**config.mk**
```make
export PLATFORM = sky130hd
export DESIGN_NAME = sense_amp_control
export DESIGN_NICKNAME = d
export VERILOG_FILES = /design/src/hdl/sense_amp_control.v
export VERILOG_INCLUDE_DIRS = /design/src /design/src/hdl
export SDC_FILE = /design/constraint.sdc
export NUM_CORES = 1
export LEC_CHECK = 0
export ABC_CLOCK_PERIOD_IN_PS = 2200
export BUFFER_PORTS_ARGS = -buffer_cell sky130_fd_sc_hd__buf_2
export CORE_ASPECT_RATIO = 1.2
export CORE_MARGIN = 5
export CORE_UTILIZATION = 53
export CTS_CLUSTER_DIAMETER = 60
export DETAILED_ROUTE_END_ITERATION = 12
export PLACE_DENSITY = 0.74
export SYNTH_ARGS = -nofsm -noshare
export SYNTH_HDL_FRONTEND = slang
export SYNTH_SLANG_ARGS = --single-unit
```
**constraint.sdc**
```tcl
create_clock -name clk_in -period 2.2 [get_ports clk_in]
set_input_delay 0.44 -clock clk_in [delete_from_list [all_inputs] [get_ports clk_in]]
set_output_delay 0.44 -clock clk_in [all_outputs]
set_load 0.02 [all_outputs]
```
**src/hdl/sense_amp_defs.vh**
```
// Constants for the sense amplifier control register bank.
// Assumes a 25 MHz system clock and a 16-bit SPI frame from the host.
// Summary of operation
// - Input-select 0 routes the sense pin to the amplifier, 1 the node pin.
// - Writing input-select as 1 also sets the low-side reference select to 1.
// - Reference halving 0 gives the full reference, 1 half; it resets to 1.
// - Low-side reference select 0 measures node to sense pin, 1 to neg pin.
// - Gain codes 00, 01, 10, 11 give 5, 10, 20, 40 V/V; reset code is 10.
// - Sense fault disable 0 passes the sense overcurrent fault, 1 hides it.
// - Calibration bit A shorts amplifier A inputs while set.
// - Calibration bit B shorts amplifier B inputs while set.
// - Calibration bit C shorts amplifier C inputs while set.
// - Trip level codes 00 to 11 give 0.25, 0.5, 0.75, 1 V; reset code is 11.
// - The amplifier register sits at address 6 only on amplifier variants.
// - Serial variants set source and sink currents per side by registers.
// - Hardware variants take source and sink together from one pin code.
// - A gate that is not fully on within the peak drive time raises a fault.
// - Code 110 locks out writes but lock and low control bits; 011 unlocks.
`ifndef SENSE_AMP_DEFS_VH
`define SENSE_AMP_DEFS_VH

`define ADDR_STATUS 4'h0
`define ADDR_DRV_CTRL 4'h2
`define ADDR_GATE_HS 4'h3
`define ADDR_GATE_LS 4'h4
`define ADDR_AMP_CTRL 4'h6

`define AMP_CTRL_RESET 11'h283
`define DRV_CTRL_RESET 11'h000
`define GATE_HS_RESET 8'hff
`define GATE_LS_RESET 11'h7ff

`define LOCK_CODE 3'h6
`define UNLOCK_CODE 3'h3

`define AMP_INPUT_SEL_BIT 10
`define REF_HALF_BIT 9
`define LOWSIDE_MONITOR_REF_SELECT_BIT 8
`define GAIN_HI 7
`define GAIN_LO 6
`define SENSE_DIS_BIT 5
`define CAL_HI 4
`define CAL_LO 2
`define TRIP_HI 1
`define TRIP_LO 0

`define CLK_PERIOD_NS 40
`define TDRIVE0_NS 500
`define TDRIVE1_NS 1000
`define TDRIVE2_NS 2000
`define TDRIVE3_NS 4000
`define TDRIVE0_CYC (`TDRIVE0_NS / `CLK_PERIOD_NS)
`define TDRIVE1_CYC (`TDRIVE1_NS / `CLK_PERIOD_NS)
`define TDRIVE2_CYC (`TDRIVE2_NS / `CLK_PERIOD_NS)
`define TDRIVE3_CYC (`TDRIVE3_NS / `CLK_PERIOD_NS)

`endif

```
**src/hdl/sense_amp_control.v**
```verilog
// SPI register bank for the current-sense amplifiers and drive strength.
// Assumes SCLK runs at most one eighth of clk_in; all pins are resynced.
`timescale 1ns/10ps
`include "sense_amp_defs.vh"

module sense_amp_control #(
  parameter HAS_AMPS = 1,
  parameter SPI_VARIANT = 1
) (
  // Clock and reset
  input wire clk_in,
  input wire reset_in,
  // Serial register port
  input wire spi_sclk_in,
  input wire spi_cs_n_in,
  input wire spi_sdi_in,
  output reg spi_sdo_out,
  output reg spi_sdo_oe_n_out,
  // Hardware variant drive strength pin code
  input wire [3:0] drive_strength_pin_in,
  // Analog status inputs
  input wire sense_overcurrent_in,
  input wire gate_drive_cmd_in,
  input wire gate_on_ok_in,
  // Amplifier configuration
  output reg amp_input_select_out,
  output reg ref_half_out,
  output reg lowside_monitor_ref_select_out,
  output reg [5:0] amp_gain_vv_out,
  output reg [2:0] offset_cal_short_out,
  output reg [9:0] sense_trip_mv_out,
  output reg sense_fault_out,
  // Gate drive configuration
  output reg [3:0] drive_source_hs_out,
  output reg [3:0] drive_sink_hs_out,
  output reg [3:0] drive_source_ls_out,
  output reg [3:0] drive_sink_ls_out,
  output reg gate_drive_fault_out,
  output reg locked_out
);

  // Pin synchronisers
  reg [1:0] sclk_sync;
  reg [1:0] cs_sync;
  reg [1:0] sdi_sync;
  reg [1:0] socp_sync;
  reg [1:0] gcmd_sync;
  reg [1:0] gok_sync;
  reg [3:0] pin_meta;
  reg [3:0] pin_code;
  reg sclk_prev;
  reg gcmd_prev;

  always @(posedge clk_in) begin
    if (reset_in) begin
      sclk_sync <= 2'h0;
      cs_sync <= 2'h3;
      sdi_sync <= 2'h0;
      socp_sync <= 2'h0;
      gcmd_sync <= 2'h0;
      gok_sync <= 2'h0;
      pin_meta <= 4'h0;
      pin_code <= 4'h0;
      sclk_prev <= 1'b0;
      gcmd_prev <= 1'b0;
    end else begin
      sclk_sync <= {sclk_sync[0], spi_sclk_in};
      cs_sync <= {cs_sync[0], spi_cs_n_in};
      sdi_sync <= {sdi_sync[0], spi_sdi_in};
      socp_sync <= {socp_sync[0], sense_overcurrent_in};
      gcmd_sync <= {gcmd_sync[0], gate_drive_cmd_in};
      gok_sync <= {gok_sync[0], gate_on_ok_in};
      pin_meta <= drive_strength_pin_in;
      pin_code <= pin_meta;
      sclk_prev <= sclk_sync[1];
      gcmd_prev <= gcmd_sync[1];
    end
  end

  wire cs_active = ~cs_sync[1];
  wire sclk_rise = sclk_sync[1] & ~sclk_prev;
  wire sclk_fall = ~sclk_sync[1] & sclk_prev;

  // Register state
  reg [10:0] amp_ctrl;
  reg [10:0] drv_ctrl;
  reg [7:0] gate_hs;
  reg [10:0] gate_ls;
  reg locked;
  reg gate_fault;

  // Frame state
  reg [4:0] bit_count;
  reg [15:0] in_shift;
  reg [10:0] out_shift;

  wire [15:0] frame = {in_shift[14:0], sdi_sync[1]};
  wire frame_done = cs_active & sclk_fall & (bit_count == 5'd15);
  wire wr_req = frame_done & ~frame[15];
  wire [3:0] wr_addr = frame[14:11];
  wire [10:0] wr_data = frame[10:0];
  wire [3:0] rd_addr = {in_shift[2:0], sdi_sync[1]};

  reg [10:0] rd_data;
  always @* begin
    if (rd_addr == `ADDR_STATUS)
      rd_data = {gate_fault, 10'h000};
    else if (rd_addr == `ADDR_DRV_CTRL)
      rd_data = drv_ctrl;
    else if (rd_addr == `ADDR_GATE_HS)
      rd_data = {(locked ? `LOCK_CODE : `UNLOCK_CODE), gate_hs};
    else if (rd_addr == `ADDR_GATE_LS)
      rd_data = gate_ls;
    else if (rd_addr == `ADDR_AMP_CTRL && HAS_AMPS != 0)
      rd_data = amp_ctrl;
    else
      rd_data = 11'h000;
  end

  // Serial shift, capture on falling SCLK, launch on rising SCLK
  always @(posedge clk_in) begin
    if (reset_in) begin
      bit_count <= 5'd0;
      in_shift <= 16'h0000;
      out_shift <= 11'h000;
      spi_sdo_out <= 1'b0;
      spi_sdo_oe_n_out <= 1'b1;
    end else begin
      spi_sdo_oe_n_out <= ~cs_active;
      if (!cs_active) begin
        bit_count <= 5'd0;
        out_shift <= 11'h000;
        spi_sdo_out <= 1'b0;
      end else begin
        if (sclk_fall) begin
          in_shift <= frame;
          if (bit_count != 5'd16)
            bit_count <= bit_count + 5'd1;
          if (bit_count == 5'd4)
            out_shift <= rd_data;
        end
        // Read data starts with the sixth rise; earlier bits stay low
        if (sclk_rise && bit_count >= 5'd5) begin
          spi_sdo_out <= out_shift[10];
          out_shift <= {out_shift[9:0], 1'b0};
        end
      end
    end
  end

  // Register writes
  always @(posedge clk_in) begin
    if (reset_in) begin
      amp_ctrl <= `AMP_CTRL_RESET;
      drv_ctrl <= `DRV_CTRL_RESET;
      gate_hs <= `GATE_HS_RESET;
      gate_ls <= `GATE_LS_RESET;
      locked <= 1'b0;
    end else begin
      // Fault clear bit drops by itself after one cycle
      drv_ctrl[0] <= 1'b0;
      if (wr_req) begin
        // lock shields all but lock field and low three control bits
        if (wr_addr == `ADDR_DRV_CTRL) begin
          if (locked)
            drv_ctrl[2:0] <= wr_data[2:0];
          else
            drv_ctrl <= wr_data;
        end else if (wr_addr == `ADDR_GATE_HS) begin
          // only the exact codes change lock
          if (!locked && wr_data[10:8] == `LOCK_CODE)
            locked <= 1'b1;
          else if (locked && wr_data[10:8] == `UNLOCK_CODE)
            locked <= 1'b0;
          if (!locked)
            gate_hs <= wr_data[7:0];
        end else if (wr_addr == `ADDR_GATE_LS) begin
          if (!locked)
            gate_ls <= wr_data;
        end else if (wr_addr == `ADDR_AMP_CTRL && HAS_AMPS != 0) begin
          if (!locked) begin
            amp_ctrl <= wr_data;
            if (wr_data[`AMP_INPUT_SEL_BIT])
              amp_ctrl[`LOWSIDE_MONITOR_REF_SELECT_BIT] <= 1'b1;
          end
        end
      end
    end
  end

  // Peak drive window from the time field; hardware parts use longest
  wire [1:0] tdrive_sel = (SPI_VARIANT != 0) ? gate_ls[9:8] : 2'h3;
  reg [7:0] tdrive_limit;
  // Counts round down, so a window may close a fraction early
  localparam [31:0] TDRIVE0_LIM = `TDRIVE0_CYC;
  localparam [31:0] TDRIVE1_LIM = `TDRIVE1_CYC;
  localparam [31:0] TDRIVE2_LIM = `TDRIVE2_CYC;
  localparam [31:0] TDRIVE3_LIM = `TDRIVE3_CYC;
  always @* begin
    case (tdrive_sel)
      2'h0: tdrive_limit = TDRIVE0_LIM[7:0];
      2'h1: tdrive_limit = TDRIVE1_LIM[7:0];
      2'h2: tdrive_limit = TDRIVE2_LIM[7:0];
      default: tdrive_limit = TDRIVE3_LIM[7:0];
    endcase
  end

  // Gate turn-on watch
  reg [7:0] drive_timer;
  reg drive_watch;
  always @(posedge clk_in) begin
    if (reset_in) begin
      drive_timer <= 8'h00;
      drive_watch <= 1'b0;
      gate_fault <= 1'b0;
    end else begin
      if (gcmd_sync[1] && !gcmd_prev) begin
        drive_watch <= 1'b1;
        drive_timer <= 8'h00;
      end else if (drive_watch) begin
        if (gok_sync[1] || !gcmd_sync[1])
          drive_watch <= 1'b0;
        else
          drive_timer <= drive_timer + 8'h01;
      end
      // Timer runs on after a trip; the latch keeps the fault
      // timeout latches fault; set beats clear
      if (drive_watch && !gok_sync[1] && gcmd_sync[1]
          && drive_timer + 8'h01 >= tdrive_limit)
        gate_fault <= 1'b1;
      else if (drv_ctrl[0])
        gate_fault <= 1'b0;
    end
  end

  // Decoded outputs
  wire [10:0] amp_eff = (HAS_AMPS != 0) ? amp_ctrl : 11'h000;
  always @(posedge clk_in) begin
    if (reset_in) begin
      amp_input_select_out <= 1'b0;
      ref_half_out <= 1'b0;
      lowside_monitor_ref_select_out <= 1'b0;
      amp_gain_vv_out <= 6'h00;
      offset_cal_short_out <= 3'h0;
      sense_trip_mv_out <= 10'h000;
      sense_fault_out <= 1'b0;
      drive_source_hs_out <= 4'hf;
      drive_sink_hs_out <= 4'hf;
      drive_source_ls_out <= 4'hf;
      drive_sink_ls_out <= 4'hf;
      gate_drive_fault_out <= 1'b0;
      locked_out <= 1'b0;
    end else begin
      amp_input_select_out <= amp_eff[`AMP_INPUT_SEL_BIT];
      ref_half_out <= amp_eff[`REF_HALF_BIT];
      lowside_monitor_ref_select_out <= amp_eff[`LOWSIDE_MONITOR_REF_SELECT_BIT];
      case (amp_eff[`GAIN_HI:`GAIN_LO])
        2'h0: amp_gain_vv_out <= 6'd5;
        2'h1: amp_gain_vv_out <= 6'd10;
        2'h2: amp_gain_vv_out <= 6'd20;
        default: amp_gain_vv_out <= 6'd40;
      endcase
      // offset calibration shorts, A in bit 2
      offset_cal_short_out <= amp_eff[`CAL_HI:`CAL_LO];
      case (amp_eff[`TRIP_HI:`TRIP_LO])
        2'h0: sense_trip_mv_out <= 10'd250;
        2'h1: sense_trip_mv_out <= 10'd500;
        2'h2: sense_trip_mv_out <= 10'd750;
        default: sense_trip_mv_out <= 10'd1000;
      endcase
      sense_fault_out <= (HAS_AMPS != 0) & socp_sync[1]
                         & ~amp_eff[`SENSE_DIS_BIT];
      if (SPI_VARIANT != 0) begin
        drive_source_hs_out <= gate_hs[7:4];
        drive_sink_hs_out <= gate_hs[3:0];
        drive_source_ls_out <= gate_ls[7:4];
        drive_sink_ls_out <= gate_ls[3:0];
      end else begin
        drive_source_hs_out <= pin_code;
        drive_sink_hs_out <= pin_code;
        drive_source_ls_out <= pin_code;
        drive_sink_ls_out <= pin_code;
      end
      gate_drive_fault_out <= gate_fault;
      locked_out <= locked;
    end
  end

endmodule

```
==> insert_results.sql <==
INSERT INTO impl_metrics (metric_group, metric, value, unit) VALUES
('timing', 'final-setup-viol-count', '1', ''),
('setup_path', 'crit_path_max_fanout', '3', ''),
('setup_path', 'critPathRequiredTime', '2510', 'ps'),
('min_path', 'worst_hold_path_type', 'in2reg', ''),
('clock_tree', 'cts_made_buffers', '17', ''),
('finish', 'design.final.nets', '692', ''),
('clock_tree', 'h-tree-depth', '4', ''),
('clock_tree', 'clk_root_buffer_cell', 'clkbuf_16', ''),
('floorplan', 'die-height', '121', 'µm'),
('synth', 'synth.cells.most_frequent', 'dfxtp_1 (137), nand2_1 (68), nor2_1 (49)', ''),
('timing', 'timing.final.max_slew_violations', '0', ''),
('synth', 'synth.largest_area_cell', 'dfxtp_1', ''),
('timing', 'timing.clock.skew', '6.63', 'ps'),
('global_route', 'grt_pass1_vias', '4441', ''),
('route', 'avgRoutedWirePerCell', '15.8', 'µm'),
('synth', 'netlist.area_leader.share', '50.1', '%'),
('outcome', 'status', 'finished, violations left', ''),
('timing', 'fin_setup_tns', '-13.2', 'ps'),
('timing', 'timing_worst_slew_pin_value', '594', 'ps'),
('clock_tree', 'clkSlewWorstSetupHoldPaths', '60', 'ps'),
('synth', 'synthesis.area', '5470', 'µm²'),
('setup_path', 'crit_path_start', 'drive_timer[0]$_SDFFE_PP0P_', ''),
('finish', 'num_antenna_cells', '0', ''),
('floorplan', 'core_area', '10100', 'µm²'),
('placement', 'dp.final_hpwl', '8.63', 'mm'),
('setup_path', 'path_class', 'reg2reg', ''),
('synth', 'synth.most_common_cell', 'dfxtp_1', ''),
('min_path', 'timing.hold.worst.start', 'spi_cs_n_in', ''),
('route', 'num_vias', '4398', ''),
('timing', 'rsz0062_at_grt', 'yes', ''),
('setup_path', 'crit_arrival', '2520', 'ps'),
('synth', 'post_synth_inst_count', '594', ''),
('placement', 'dp_slack', '-64.1', 'ps'),
('timing', 'achievable-frequency', '0.452', 'GHz'),
('synth', 'postSynthRegisterBits', '137', ''),
('global_route', 'grt_antenna_before_repair', '0', ''),
('power_and_ir_drop', 'static_leak', '0.00281', 'µW'),
('floorplan', 'die-area', '12500', 'µm²'),
('route', 'drc', '0', ''),
('timing', 'final_worst_slack', '-13.2', 'ps'),
('placement', 'finalWeightedCongestion', '0.841', ''),
('clock_tree', 'clock_tree_from_tritoncts', 'built', ''),
('finish', 'sequential_cell_area', '2750', 'µm²'),
('outcome', 'violated_checks', 'setup timing', ''),
('synth', 'postSynthNetCount', '627', ''),
('finish', 'layout_cells_sized_above_1', '21.3', '%'),
('placement', 'placed_cell_area', '5940', 'µm²'),
('placement', 'io_buffer_count', '49', ''),
('power_and_ir_drop', 'vdd.ir_drop.worst', '0.404', 'mV'),
('finish', 'fill_cells', '790', ''),
('setup_path', 'timing.critical_path.from_type', 'register', ''),
('synth', 'ys_types', '57', ''),
('clock_tree', 'cts.sink_count', '137', ''),
('synth', 'ys_async_sr_fraction', '0', '%'),
('synth', 'yosys_warnings', '0', ''),
('route', 'detail_route.iter0.violations', '248', ''),
('floorplan', 'row_count', '40', ''),
('floorplan', 'floorplan.initialDensity', '54.4', '%'),
('global_route', 'grt_start_max_net_pins', '68', ''),
('timing', 'hold_viol_final', '0', ''),
('setup_path', 'critPathCaptureType', 'register', ''),
('power_and_ir_drop', 'p_per_area', '864', 'nW/µm²'),
('route', 'dr.pass1.iters', '5', ''),
('setup_path', 'critical_path.reg2reg.startpoint', 'drive_timer[0]$_SDFFE_PP0P_', ''),
('clock_tree', 'clk_path_buf_depth', '2', ''),
('global_route', 'first_pass_grt_wire_length', '21.1', 'mm'),
('floorplan', 'fp.dieW', '103', 'µm'),
('finish', 'syn2layout_area_growth', '22.0', '%'),
('global_route', 'global_routing_usage_summed_across_all_routing_layers', '21.8', '%'),
('timing', 'post-route-period-util', '101', '%'),
('finish', 'multiInputGateArea', '2480', 'µm²');
[cells by family (layout without fill, tap and decap cells)]
| family | Yosys count | in the layout | share of synthesized area, % |
|---|---|---|---|
| other cells | 1 | 1 | 0.0685 |
| compound gates | 98 | 98 | 10.7 |
| xor+xnor | 13 | 13 | 2.08 |
| fa+ha+maj | 21 | 21 | 4.80 |
| mux | 34 | 34 | 6.24 |
| buf+inv | 64 | 142 | 5.01 |
| simple gates | 226 | 226 | 20.9 |
| flops | 137 | 137 | 50.1 |
[per-layer routing]
metal,GRT usage [%],wire (µm),vias up
li1,-,-,2148
met1,24.4,5030,2105
met2,37.8,6540,110
met3,4.60,553,35
met4,11.7,486,0
met5,0,0,-
[stage by stage]
stage | util, % | std cells | total power [µW]
global route | 66.4 | 798 | 5940
global placement | 59.1 | 761 | 2690
CTS | 65.9 | 795 | 5810
detailed placement | 59.1 | 761 | 2690
finish | 66.4 | 798 | 5770
floorplan | - | 594 | 2650
[layout by cell type, fill, tap and decap left out, types with 8 or more instances in the layout]
cell | Yosys | layout
dfxtp_1 | 137 | 129
nand2_1 | 68 | 68
nor2_1 | 49 | 49
buf_2 | 2 | 49
a21oi_1 | 42 | 41
mux2i_1 | 33 | 33
buf_4 | 4 | 32
inv_1 | 26 | 26
nor2b_1 | 24 | 24
ha_1 | 21 | 21
nor3_1 | 22 | 20
o21ai_0 | 18 | 17
clkbuf_16 | 0 | 17
nand3_1 | 14 | 13
or2_2 | 11 | 10
a31oi_1 | 8 | 8
dfxtp_2 | 0 | 8
[final cells by class]
cell class	count	area share [%]
clock buffer	21	7.05
multi-input combinational	393	37.2
timing repair buffer	83	7.74
sequential	137	41.2
clock inverter	11	2.89
tap	126	2.36
inverter	27	1.52
[worst max-delay path, stage by stage (launching register included)]
cell,delay (ps)
dfxtp_2,350
nand3_2,90
or2_4,250
xnor2_2,130
ha_1,340
a21oi_2,150
nand2_1,70
a41o_1,220
a211o_1,260
a32o_1,250
[power breakdown]
| group | total, µW | internal, µW | leakage, µW | switching [µW] |
|---|---|---|---|---|
| Sequential | 2510 | 2500 | 0.00111 | 9.70 |
| Combinational | 128 | 40.0 | 0.00138 | 88.2 |
| Clock | 3130 | 2100 | 0.000319 | 1030 |
[repair_timing]
action / in CTS / in global routing
setup buffers: 2 / 3
resized for setup: 5 / 7
endpoints found under the hold margin: 0 / 0
setup endpoints to repair: 1 / 24
gates cloned: 0 / 0
pin swaps: 5 / 4
hold buffers: 0 / 0
[final timing paths]
check	to	slack (ps)	depth (start not counted)
worst max-delay path	gate_fault$_SDFFE_PP0P_	-10	9
worst max register to register	gate_fault$_SDFFE_PP0P_	-10	9
worst min register to register	cs_sync[1]$_SDFF_PP1_	410	1
worst min-delay path	cs_sync[0]$_SDFF_PP1_	210	2
[sequential cells by signal, summed over array words and instances, names as in the netlist, 7 cells and up]
signal,cells
gate_hs,8
drv_ctrl,11
gate_ls,11
in_shift,15
sense_trip_mv_out,7
amp_ctrl,11
out_shift,11
drive_timer,8
Power figures use the tool's default switching activity.
